### src/inc/ibt_consts.svh
`ifndef IBT_CONSTS_SVH
`define IBT_CONSTS_SVH

// register bus geometry
`define IBT_ADDR_W          16
`define IBT_DATA_W          8

// register addresses
`define IBT_ADDR_BAND       16'h009D
`define IBT_ADDR_FINE       16'h009E
`define IBT_ADDR_COARSE     16'h009F
`define IBT_ADDR_SRC        16'hFE00
`define IBT_ADDR_DIV        16'hFE01
`define IBT_ADDR_STATUS     16'hFE08

// field layout
`define IBT_BAND_W          2
`define IBT_SRC_W           2
`define IBT_TRIM_W          8
`define IBT_DIV_W           8
`define IBT_FINE_BIT        0
`define IBT_ST_LOADED       0
`define IBT_ST_OVER         1
`define IBT_ST_SYSLVL       2

// reset values before the stored values are loaded
`define IBT_RST_BYTE        8'h00
`define IBT_RST_BAND        2'h0
`define IBT_RST_SRC         2'h0

// master source codes
`define IBT_SRC_HIRC        2'h0
`define IBT_SRC_XTAL        2'h1
`define IBT_SRC_LIRC        2'h3

// band centres and top band trim span, in kHz
`define IBT_CTR_B0_KHZ      32'd6000
`define IBT_CTR_B1_KHZ      32'd10000
`define IBT_CTR_B2_KHZ      32'd27000
`define IBT_CTR_B3_KHZ      32'd44000
`define IBT_SPAN_LO_KHZ     32'd29000
`define IBT_SPAN_HI_KHZ     32'd55000
`define IBT_LIMIT_KHZ       16'd45000
`define IBT_TRIM_SHIFT      8
`define IBT_FINE_SHIFT      9
`define IBT_FREQ_W          16

`endif

### src/inc/ibt_pkg.sv
`default_nettype none
`include "ibt_consts.svh"

package ibt_pkg;
  typedef logic [`IBT_ADDR_W-1:0] ibt_addr_t;
  typedef logic [`IBT_DATA_W-1:0] ibt_byte_t;
  typedef logic [`IBT_FREQ_W-1:0] ibt_freq_t;
  // stored-value load sequence after reset
  typedef enum logic [0:0] {
    IBT_LD_PEND,
    IBT_LD_DONE
  } ibt_ld_state_e;
endpackage

`default_nettype wire

### src/inc/ibt_clk_if.sv
`timescale 1ns/1ps
`default_nettype none
`include "ibt_consts.svh"

// master tick, divisor and divided clock between the block's modules
interface ibt_clk_if;
  logic [`IBT_SRC_W-1:0] source;
  logic [`IBT_DIV_W-1:0] divisor;
  logic                  master_tick;
  logic                  sys_tick;
  logic                  sys_level;

  modport src (input source, output master_tick);
  modport div (input master_tick, input divisor,
               output sys_tick, output sys_level);
  modport top (output source, output divisor,
               input master_tick, input sys_tick, input sys_level);
endinterface

`default_nettype wire

### src/design/ibt_src_sel.sv
`timescale 1ns/1ps
`default_nettype none
`include "ibt_consts.svh"

module ibt_src_sel
  import ibt_pkg::*;
(
  input  wire logic i_core_clk,
  input  wire logic i_arst_n,
  input  wire logic i_xtal_clk_pin,
  input  wire logic i_lirc_clk_pin,
  ibt_clk_if.src    clk_if
);
  logic [2:0] xtal_reg;
  logic [2:0] xtal_next;
  logic [2:0] lirc_reg;
  logic [2:0] lirc_next;
  logic       tick_reg;
  logic       tick_next;

  // two-stage synchronisers plus a history stage for edge detection
  always_comb begin
    xtal_next = {xtal_reg[1:0], i_xtal_clk_pin};
    lirc_next = {lirc_reg[1:0], i_lirc_clk_pin};
    tick_next = 1'b0;
    unique case (clk_if.source)
      `IBT_SRC_HIRC: tick_next = 1'b1;
      `IBT_SRC_XTAL: tick_next = xtal_reg[1] & ~xtal_reg[2];
      `IBT_SRC_LIRC: tick_next = lirc_reg[1] & ~lirc_reg[2];
      default:       tick_next = 1'b0; // reserved code stops the master
    endcase
  end

  // register the synchronisers and the master tick
  always_ff @(posedge i_core_clk or negedge i_arst_n) begin
    if (!i_arst_n) begin
      xtal_reg <= 3'h0;
      lirc_reg <= 3'h0;
      tick_reg <= 1'b0;
    end else begin
      xtal_reg <= xtal_next;
      lirc_reg <= lirc_next;
      tick_reg <= tick_next;
    end
  end

  assign clk_if.master_tick = tick_reg;
endmodule

`default_nettype wire

### src/design/ibt_div.sv
`timescale 1ns/1ps
`default_nettype none
`include "ibt_consts.svh"

module ibt_div
  import ibt_pkg::*;
#(
  parameter int DIV_W = `IBT_DIV_W
) (
  input  wire logic i_core_clk,
  input  wire logic i_arst_n,
  ibt_clk_if.div    clk_if
);
  generate
    if (DIV_W != `IBT_DIV_W) begin : g_chk
      $error("ibt_div: DIV_W must match the divider field width");
    end
  endgenerate

  logic [DIV_W-1:0] cnt_reg;
  logic [DIV_W-1:0] cnt_next;
  logic             tick_reg;
  logic             tick_next;
  logic             lvl_reg;
  logic             lvl_next;
  logic [DIV_W-1:0] last;

  // count master ticks; 0 and 1 both pass every tick
  always_comb begin
    last      = (clk_if.divisor > DIV_W'(1)) ?
                DIV_W'(clk_if.divisor - DIV_W'(1)) : '0;
    cnt_next  = cnt_reg;
    tick_next = 1'b0;
    lvl_next  = lvl_reg;
    if (clk_if.master_tick) begin
      if (cnt_reg >= last) begin
        cnt_next  = '0;
        tick_next = 1'b1;
        lvl_next  = ~lvl_reg;
      end else begin
        cnt_next  = DIV_W'(cnt_reg + DIV_W'(1));
      end
    end
  end

  // register the divider state
  always_ff @(posedge i_core_clk or negedge i_arst_n) begin
    if (!i_arst_n) begin
      cnt_reg  <= '0;
      tick_reg <= 1'b0;
      lvl_reg  <= 1'b0;
    end else begin
      cnt_reg  <= cnt_next;
      tick_reg <= tick_next;
      lvl_reg  <= lvl_next;
    end
  end

  assign clk_if.sys_tick  = tick_reg;
  assign clk_if.sys_level = lvl_reg;
endmodule

`default_nettype wire

### src/design/ibt_top.sv
// Overview of operation
// - two-bit band code picks centre 6, 10, 27 or 44 MHz.
// - eight-bit coarse trim, 256 steps, each about 0.24 percent faster.
// - single fine trim bit at bit 0 adds a small extra adjustment.
// - system clock is master clock over divider; 0 and 1 mean no division.
// - in the top band the trim spans roughly 29 to 55 MHz.
// - source code 00 internal oscillator, 01 external, 11 low-speed 32 kHz.
//
// Chosen here: the strobed register port.
`timescale 1ns/1ps
`default_nettype none
`include "ibt_consts.svh"

module ibt_top
  import ibt_pkg::*;
(
  input  wire logic                   i_core_clk,
  input  wire logic                   i_arst_n,
  input  wire logic [`IBT_ADDR_W-1:0] i_addr,
  input  wire logic [`IBT_DATA_W-1:0] i_wr_data,
  input  wire logic                   i_wr_stb,
  input  wire logic                   i_rd_stb,
  output var  logic [`IBT_DATA_W-1:0] o_rd_data,
  input  wire logic [`IBT_BAND_W-1:0] i_prog_band,
  input  wire logic [`IBT_TRIM_W-1:0] i_prog_coarse,
  input  wire logic                   i_prog_fine,
  input  wire logic [`IBT_DIV_W-1:0]  i_prog_div,
  input  wire logic                   i_xtal_clk_pin,
  input  wire logic                   i_lirc_clk_pin,
  output var  logic [`IBT_BAND_W-1:0] o_osc_band_select,
  output var  logic [`IBT_TRIM_W-1:0] o_osc_coarse_trim,
  output var  logic                   o_osc_fine_trim,
  output var  logic [`IBT_SRC_W-1:0]  o_master_source_select,
  output var  logic                   o_master_tick,
  output var  logic                   o_divided_system_clock,
  output var  logic [`IBT_FREQ_W-1:0] o_freq_est_khz,
  output var  logic                   o_over_limit
);

  // register state
  logic [`IBT_BAND_W-1:0] band_reg;
  logic [`IBT_BAND_W-1:0] band_next;
  logic [`IBT_TRIM_W-1:0] coarse_reg;
  logic [`IBT_TRIM_W-1:0] coarse_next;
  logic                   fine_reg;
  logic                   fine_next;
  logic [`IBT_DIV_W-1:0]  div_reg;
  logic [`IBT_DIV_W-1:0]  div_next;
  logic [`IBT_SRC_W-1:0]  src_reg;
  logic [`IBT_SRC_W-1:0]  src_next;
  ibt_ld_state_e          ld_reg;
  ibt_ld_state_e          ld_next;

  // read port state
  ibt_byte_t              rd_reg;
  ibt_byte_t              rd_next;

  // frequency estimate state
  ibt_freq_t              freq_reg;
  ibt_freq_t              freq_next;
  logic                   over_reg;
  logic                   over_next;

  // write decode
  logic                   wr_band;
  logic                   wr_fine;
  logic                   wr_coarse;
  logic                   wr_div;
  logic                   wr_src;

  ibt_clk_if clk_if ();

  // address match used by both the write and the read paths
  function automatic logic hit(input ibt_addr_t a, input ibt_addr_t reg_a);
    hit = (a == reg_a);
  endfunction

  // band centre in kHz for a band code
  function automatic logic [31:0] band_ctr(
    input logic [`IBT_BAND_W-1:0] b
  );
    unique case (b)
      2'h0:    band_ctr = `IBT_CTR_B0_KHZ;
      2'h1:    band_ctr = `IBT_CTR_B1_KHZ;
      2'h2:    band_ctr = `IBT_CTR_B2_KHZ;
      default: band_ctr = `IBT_CTR_B3_KHZ;
    endcase
  endfunction

  // lower edge of the trim span, scaled from the top band
  function automatic logic [31:0] span_lo(
    input logic [`IBT_BAND_W-1:0] b
  );
    span_lo = (band_ctr(b) * `IBT_SPAN_LO_KHZ) / `IBT_CTR_B3_KHZ;
  endfunction

  // upper edge of the trim span, scaled from the top band
  function automatic logic [31:0] span_hi(
    input logic [`IBT_BAND_W-1:0] b
  );
    span_hi = (band_ctr(b) * `IBT_SPAN_HI_KHZ) / `IBT_CTR_B3_KHZ;
  endfunction

  // source and divider modules
  ibt_src_sel u_src (
    .i_core_clk     (i_core_clk),
    .i_arst_n       (i_arst_n),
    .i_xtal_clk_pin (i_xtal_clk_pin),
    .i_lirc_clk_pin (i_lirc_clk_pin),
    .clk_if         (clk_if.src)
  );

  ibt_div #(
    .DIV_W (`IBT_DIV_W)
  ) u_div (
    .i_core_clk (i_core_clk),
    .i_arst_n   (i_arst_n),
    .clk_if     (clk_if.div)
  );

  assign clk_if.source  = src_reg;
  assign clk_if.divisor = div_reg;

  // write strobes per register
  always_comb begin
    wr_band   = i_wr_stb & hit(i_addr, `IBT_ADDR_BAND);
    wr_fine   = i_wr_stb & hit(i_addr, `IBT_ADDR_FINE);
    wr_coarse = i_wr_stb & hit(i_addr, `IBT_ADDR_COARSE);
    wr_div    = i_wr_stb & hit(i_addr, `IBT_ADDR_DIV);
    wr_src    = i_wr_stb & hit(i_addr, `IBT_ADDR_SRC);
  end

  // next register values: stored load first, then software writes
  always_comb begin
    band_next   = band_reg;
    coarse_next = coarse_reg;
    fine_next   = fine_reg;
    div_next    = div_reg;
    src_next    = src_reg;
    ld_next     = ld_reg;
    unique case (ld_reg)
      IBT_LD_PEND: begin
        band_next   = i_prog_band;
        coarse_next = i_prog_coarse;
        fine_next   = i_prog_fine;
        div_next    = i_prog_div;
        ld_next     = IBT_LD_DONE;
      end
      IBT_LD_DONE: begin
        if (wr_band) begin
          band_next = i_wr_data[`IBT_BAND_W-1:0];
        end
        if (wr_coarse) begin
          coarse_next = i_wr_data[`IBT_TRIM_W-1:0];
        end
        if (wr_fine) begin
          fine_next = i_wr_data[`IBT_FINE_BIT];
        end
        if (wr_div) begin
          div_next = i_wr_data[`IBT_DIV_W-1:0];
        end
        if (wr_src) begin
          src_next = i_wr_data[`IBT_SRC_W-1:0];
        end
      end
    endcase
  end

  // register file flops
  always_ff @(posedge i_core_clk or negedge i_arst_n) begin
    if (!i_arst_n) begin
      band_reg   <= `IBT_RST_BAND;
      coarse_reg <= `IBT_RST_BYTE;
      fine_reg   <= 1'b0;
      div_reg    <= `IBT_RST_BYTE;
      src_reg    <= `IBT_RST_SRC;
      ld_reg     <= IBT_LD_PEND;
    end else begin
      band_reg   <= band_next;
      coarse_reg <= coarse_next;
      fine_reg   <= fine_next;
      div_reg    <= div_next;
      src_reg    <= src_next;
      ld_reg     <= ld_next;
    end
  end

  // read mux: data stand only in the cycle after the strobe
  always_comb begin
    rd_next = `IBT_RST_BYTE;
    if (i_rd_stb) begin
      if (hit(i_addr, `IBT_ADDR_BAND)) begin
        rd_next = ibt_byte_t'(band_reg);
      end else if (hit(i_addr, `IBT_ADDR_FINE)) begin
        rd_next = ibt_byte_t'(fine_reg);
      end else if (hit(i_addr, `IBT_ADDR_COARSE)) begin
        rd_next = coarse_reg;
      end else if (hit(i_addr, `IBT_ADDR_DIV)) begin
        rd_next = div_reg;
      end else if (hit(i_addr, `IBT_ADDR_SRC)) begin
        rd_next = ibt_byte_t'(src_reg);
      end else if (hit(i_addr, `IBT_ADDR_STATUS)) begin
        rd_next[`IBT_ST_LOADED] = (ld_reg == IBT_LD_DONE);
        rd_next[`IBT_ST_OVER]   = over_reg;
        rd_next[`IBT_ST_SYSLVL] = clk_if.sys_level;
      end
    end
  end

  // read data flop
  always_ff @(posedge i_core_clk or negedge i_arst_n) begin
    if (!i_arst_n) begin
      rd_reg <= `IBT_RST_BYTE;
    end else begin
      rd_reg <= rd_next;
    end
  end

  // nominal frequency from band, coarse trim and fine trim
  always_comb begin
    logic [31:0] lo;
    logic [31:0] span;
    logic [31:0] est;
    lo   = span_lo(band_reg);
    span = span_hi(band_reg) - lo;
    est  = lo + ((span * 32'(coarse_reg)) >> `IBT_TRIM_SHIFT);
    if (fine_reg) begin
      est = est + (span >> `IBT_FINE_SHIFT);
    end
    freq_next = est[`IBT_FREQ_W-1:0];
    over_next = (est[`IBT_FREQ_W-1:0] > `IBT_LIMIT_KHZ);
  end

  // frequency estimate flops
  always_ff @(posedge i_core_clk or negedge i_arst_n) begin
    if (!i_arst_n) begin
      freq_reg <= '0;
      over_reg <= 1'b0;
    end else begin
      freq_reg <= freq_next;
      over_reg <= over_next;
    end
  end

  // outputs, each from a flop
  assign o_rd_data              = rd_reg;
  assign o_osc_band_select      = band_reg;
  assign o_osc_coarse_trim      = coarse_reg;
  assign o_osc_fine_trim        = fine_reg;
  assign o_master_source_select = src_reg;
  assign o_master_tick          = clk_if.master_tick;
  assign o_divided_system_clock = clk_if.sys_tick;
  assign o_freq_est_khz         = freq_reg;
  assign o_over_limit           = over_reg;

endmodule

`default_nettype wire

### config.mk
export PLATFORM = sky130hd
export DESIGN_NAME = ibt_top
export DESIGN_NICKNAME = d
export VERILOG_FILES = /design/src/inc/ibt_pkg.sv /design/src/inc/ibt_clk_if.sv /design/src/design/ibt_src_sel.sv /design/src/design/ibt_div.sv /design/src/design/ibt_top.sv
export VERILOG_INCLUDE_DIRS = /design/src /design/src/inc
export SDC_FILE = /design/constraint.sdc
export NUM_CORES = 1
export LEC_CHECK = 0
export BUFFER_PORTS_ARGS = -buffer_cell sky130_fd_sc_hd__buf_2
export CELL_PAD_IN_SITES_DETAIL_PLACEMENT = 1
export CELL_PAD_IN_SITES_GLOBAL_PLACEMENT = 1
export CORE_ASPECT_RATIO = 0.8
export CORE_MARGIN = 2
export CORE_UTILIZATION = 40
export CTS_CLUSTER_SIZE = 14
export DETAILED_ROUTE_END_ITERATION = 8
export PLACE_DENSITY_LB_ADDON = 0.1
export SLEW_MARGIN = 20
export SYNTH_ARGS = -nofsm -noshare
export SYNTH_HDL_FRONTEND = slang
export SYNTH_HIERARCHICAL = 1
export SYNTH_SLANG_ARGS = --single-unit
### constraint.sdc
create_clock -name i_core_clk -period 14.6 [get_ports i_core_clk]
set_input_delay 1.46 -clock i_core_clk [delete_from_list [all_inputs] [get_ports i_core_clk]]
set_output_delay 1.46 -clock i_core_clk [all_outputs]
set_load 0.1 [all_outputs]
# Yosys cells after proc, flatten, opt, wreduce, memory -nomap -nowiden
# Cells that the tools add are included.
dict set report word_totals {
  regBits 64
  elab_cells 79
  input_bits 49
  output_inout_bits 40
}
dict set report classes {
  n_mul 3
  n_eq_ne 14
  n_mux 22
  reduce_logical 4
  n_lt_le_gt_ge 3
  bitwise 11
  add_sub_neg 5
  div_mod_pow 2
}
# op count
set op_table {}
lappend op_table {{$mux 8} 9}
lappend op_table {{$div 32x16->32 const B} 2}
lappend op_table {{$eq 16x16->1 const B} 3}
lappend op_table {{$eq 16x8->1 const B} 3}
lappend op_table {{$pmux 16 s3} 1}
lappend op_table {{$add 16x16->16} 2}
lappend op_table {{$mul 32x12->29 const B} 1}
lappend op_table {{$mul 32x13->29 const B} 1}
lappend op_table {{$mul 32x8->24} 1}
lappend op_table {{$pmux 8 s2} 2}
lappend op_table {{$sub 32x32->32} 1}
lappend op_table {{$gt 16x16->1 const B} 1}
lappend op_table {{$mux 16} 1}
lappend op_table {{$add 8x1->8 const B} 1}
lappend op_table {{$ge 8x8->1} 1}
lappend op_table {{$gt 8x1->1 const B} 1}
lappend op_table {{$ne 2x1->1 const B} 4}
lappend op_table {{$sub 8x1->8 const B} 1}
lappend op_table {{$and 1x1->1} 7}
lappend op_table {{$mux 3} 2}
lappend op_table {{$eq 2x1->1 const B} 2}
lappend op_table {{$eq 2x2->1 const B} 2}
lappend op_table {{$logic_not 2->1} 2}
lappend op_table {{$not 1->1} 4}
lappend op_table {{other kinds (6)} 9}

# Depth between registers and ports, before layout
dict set report depth {
  ltp_word 10
  ltp_mapped 48
  depth_no_buf 45
}

# Modules after synthesis
# The synthesis kept the hierarchy.
# module n_inst area_per_inst_um2 cells_each seq_area_each_um2
set modules_own_cells {}
lappend modules_own_cells {ibt_top 1 9814.4 1168 1176.1}
lappend modules_own_cells {ibt_div 1 849.6 92 250.2}
lappend modules_own_cells {ibt_src_sel 1 200.2 11 175.2}

# Least setup slack after synthesis
# No wires, ideal clock.
dict set report synth_path {
  path_type {reg-to-reg}
  from {register band_reg[0], in the netlist o_osc_band_select[0]}
  to {register over_reg, in the netlist o_over_limit}
  path_slack_ps 3015
  required_time_ps 14535
  stages_incl_launch_ff 44
  t_arrival_ps 11520
  n_path_buf 1
  synth_period_minus_slack_ps 11585
  setup_ps 65
  path_cell_list {dfrtp_1 inv_1 ha_1 clkbuf_1 clkinv_1 ha_1 a21oi_4 a21oi_1 a221o_1 or3_1 a21oi_1 a31oi_1 or2_1 xnor3_1 nand2_1 fa_1 fa_1 fa_1 [8 not listed] or3_1 xor2_1 ha_1 a21o_1 nor3_1 o21ai_0 a41oi_1 o21ai_0 a21o_1 a21oi_1 xnor2_1 ha_1 a21o_1 a41oi_1 mux2i_1 xnor3_1 xnor2_1 o21a_1}
}
dict set report synth_between {
  elab_chain_len 10
  word_cells_on_any_way 14
  cone_classes {3 x add/sub; 3 x mul; 2 x div; 1 x order compare; 2 x eq/ne; 2 x mux; 1 x reduce/logical}
}
# item line
set synth_rtl {}
lappend synth_rtl {{start, declared} ibt_top.sv:41} ;# logic [`IBT_BAND_W-1:0] band_reg;
lappend synth_rtl {{start signal, assigned} ibt_top.sv:172} ;# band_reg <= `IBT_RST_BAND;
lappend synth_rtl {{start signal, assigned} ibt_top.sv:179} ;# band_reg <= band_next;
lappend synth_rtl {{$eq 2x2->1 (tied with other cells)} ibt_top.sv:82} ;# unique case (b)
lappend synth_rtl {{$pmux 16 s3 *} ibt_top.sv:82}
lappend synth_rtl {{$mul 32x13->29 (no line) / $mul 32x12->29 (equally long branches)} -}
lappend synth_rtl {{$div 32x16->32 (no line)} -}
lappend synth_rtl {{$sub 32x32->32} ibt_top.sv:225} ;# span = span_hi(band_reg) - lo;
lappend synth_rtl {{$mul 32x8->24} ibt_top.sv:226} ;# est = lo + ((span * 32'(coarse_reg)) >> `IBT_TRIM_SHIFT);
lappend synth_rtl {{$add 16x16->16} ibt_top.sv:226}
lappend synth_rtl {{$add 16x16->16} ibt_top.sv:228} ;# est = est + (span >> `IBT_FINE_SHIFT);
lappend synth_rtl {{$mux 16 *} ibt_top.sv:227} ;# if (fine_reg) begin
lappend synth_rtl {{named net freq_next[15]} ibt_top.sv:60} ;# ibt_freq_t freq_next;
lappend synth_rtl {{$gt 16x16->1 (no line) *} -}
lappend synth_rtl {{named net over_next} ibt_top.sv:62} ;# logic over_next;
lappend synth_rtl {{end signal, assigned} ibt_top.sv:241} ;# over_reg <= over_next;
lappend synth_rtl {{end, declared} ibt_top.sv:61} ;# logic over_reg;
# Mark *: on every way through the listed nets, which the timed path passes. The rest lies on a longest branch.
# A chain may end at the register's enable or synchronous reset.

# Final worst setup path
# Same ends and word-level chain as after synthesis.

==> results.md <==
- HP Start: u_src/xtal_reg[0]
- Vias in the first global route: 9,885
- Site Rows: 53
- Critical path's largest stage delay: ~0.73 ns
- Worst skew pair latency: 0.35 ns
- Crit path launch: o_osc_band_select[0]
- Final WL: around 36,000 µm
- CP max-delay cell: ha_1
- Buffers on Ports: a little under 90
- First-pass GRT wire length: 57,600 µm
- Residual DRC: 0
- HP Class: register to register
- #FFs+latches synth: 64
- Top delay family on crit path: adder cells
- Largest net degree at the start of global routing: 65
- GR Overflow Total: 0
- Post-Syn Area: between 10,000 and 15,000 µm²
- CP Class: register to register
- Synthesized area per cell: between 8 and 9 µm²
- Max cap viols: 0
- Final setup vio count: 0
- Synth area leaders: fa_1, dfrtp_1, ha_1
- Post-Layout Inst Area: between 10,000 and 15,000 µm²
- Share of cells above drive strength 1: 0.121
- Antenna violations before repair: 1
- CTS buffer count: 9
- Root Driver: clkbuf_16
- Die width: 188 µm
- Clock Path Buffers: 2
- GRT Resource Usage Total: 0.265
- First DRT Iteration DRCs: about 580
- Hpwl dp: between 20,000 and 30,000 µm
- CP Max Fanout: 21
- Pre-Repair DR Iteration Count: 5
- Routability cong.: around 0.85
- Post-CTS setup buffers: 0
- Hold endpoint: u_src/xtal_reg[1]
- YS warnings: 6
- ANT nets after route: 0
- Fin crit period: between 10 and 15 ns
- Slew HR: 0.389
- Compound-cell area share of the yosys netlist: 0.154
- Post-synth top cells: inv_1, ha_1, nand2_1, fa_1, nor2_1
- Worst Hold Path Cells: 0
- Buf/Inv on CP: 5
- Placed instance area: approximately 12,000 µm²
- Cts repair resizes: 0
- Avg WL per Cell: between 20 and 25 µm
- Initial Util: 0.411
- R2R Path End: o_over_limit
- Vias per cell: between 5 and 6
- FF-to-FF setup slack: 1.46 ns
- Area share of fa/ha/maj cells after synthesis: 0.328
- Num Clock Sinks: 64
- Die area: 28,500 µm²
- Fmax: between 70 and 80 MHz
- CTS tree: yes
- Critical R2R Launch: o_osc_band_select[0]
- Largest family of logic cells by synthesized area: adder cells
- Worst-Margin Slew: 0.917 ns
- Status: finished clean
- XOR/XNOR share of the synthesized area: 0.0625
- FF+latch area: around 1600 µm²
- Register area share after synthesis: 0.147
- Synth cell types: about 80
- Setup Skew: 0.0119 ns
- Hold buffers post-CTS: 0
- Area fraction of the dominant cell type after synthesis: 0.201
- CP required: around 15 ns
- RSZ-0062 raised after global routing: false
- Max reg flops: 16
- Largest area contributor in the netlist: fa_1
- Io pins: ~90
- Setup TNS: 0 ns
- Clk slew on worst S/H paths: around 0.060 ns
- H-Tree Depth: 3
- Core Footprint: about 26,000 µm²
- Crit path top cell by count: ha_1
- Footprint of the multi-input gates: approximately 8500 µm²
- Die Ht: ~150 µm
- CP arrival: 13.43 ns
- Synth Area in Simple Gates: 0.185
- Final Core Density: 0.456
- Fill cells: ~3.2k
- # diodes: 0
- Count leader, synth: inv_1
- Top FF cell, synth: dfrtp_1
- Post-synthesis mux area share: 0.0447
- Crit end category: register
- R2R cell count: 44
- Pins Over Slew Limit: 0
- Via count: ~9.5k
- Period utilisation layout: 0.900
- Area growth syn-to-layout: 11.0%
- # nets final: around 1.6k
- Cell count after synthesis: 1,271
- Final Hold Fails: 0
- Post-synth ARST share: 1.00
- CP Launch Type: register
- Post-synth EDFFs: 0
cell families after synthesis:
family,Yosys count
buffers and inverters,219
AND/OR/NAND/NOR,400
XOR/XNOR,72
adder cells (fa/ha/maj),219
other,2
multiplexers,46
AO/OA/AOI/OAI,249
flip-flops,64
metrics by stage:
step           worst slack (ns)  instances  hold slack, ns
2_1_floorplan              3.02       1285           0.331
3_3_place_gp               1.91       1692           0.338
3_5_place_dp               1.57       1692           0.336
4_1_cts                    1.56       1708           0.353
5_1_grt                   0.587       1708           0.354
6_report                   1.46       1708           0.349
per-layer routing:
layer | track usage | up-vias | part of all wire
li1 | - | 4419 | -
met1 | 0.404 | 4793 | 0.51
met2 | 0.399 | 227 | 0.43
met3 | 0.0399 | 28 | 0.052
met4 | 0.0437 | 0 | 0.012
met5 | 0 | - | 0
area by class of cell:
cell class,instances,share of cell area
multi-input combinational,1002,0.703
sequential,64,0.133
tap,357,0.0370
timing repair buffer,113,0.0521
clock inverter,7,0.00830
clock buffer,9,0.0187
inverter,156,0.0486
how the worst max path moves through the flow:
stage                    to  cells after the start
2_1_floorplan  o_over_limit                     43
3_3_place_gp   o_over_limit                     44
3_5_place_dp   o_over_limit                     44
4_1_cts        o_over_limit                     44
5_1_grt        o_over_limit                     44
6_report       o_over_limit                     44
layout by cell type, fill, tap and decap left out, drive strengths merged, types with 4 or more instances in the layout:
master / n
or2: 7
nand3: 43
and4: 7
inv: 154
ha: 110
or3: 6
a211oi: 4
nor2: 80
and2: 48
o21ai: 57
xnor2: 44
a21o: 22
clkinv: 7
o31ai: 5
o311a: 8
a21oi: 65
fa: 109
a22oi: 8
and3: 8
clkbuf: 9
nor4: 5
o21a: 7
nand4: 7
o21bai: 8
mux2: 17
dfrtp: 64
nor2b: 32
buf: 113
a31oi: 11
nand2: 110
conb: 16
nor3b: 4
mux2i: 29
xor2: 25
nor3: 25
o211ai: 14
o22ai: 4
nand2b: 8
Power is left out: the tool's default activity adds up to more than one toggle a clock period on the data nets, which glitch-free logic cannot reach.
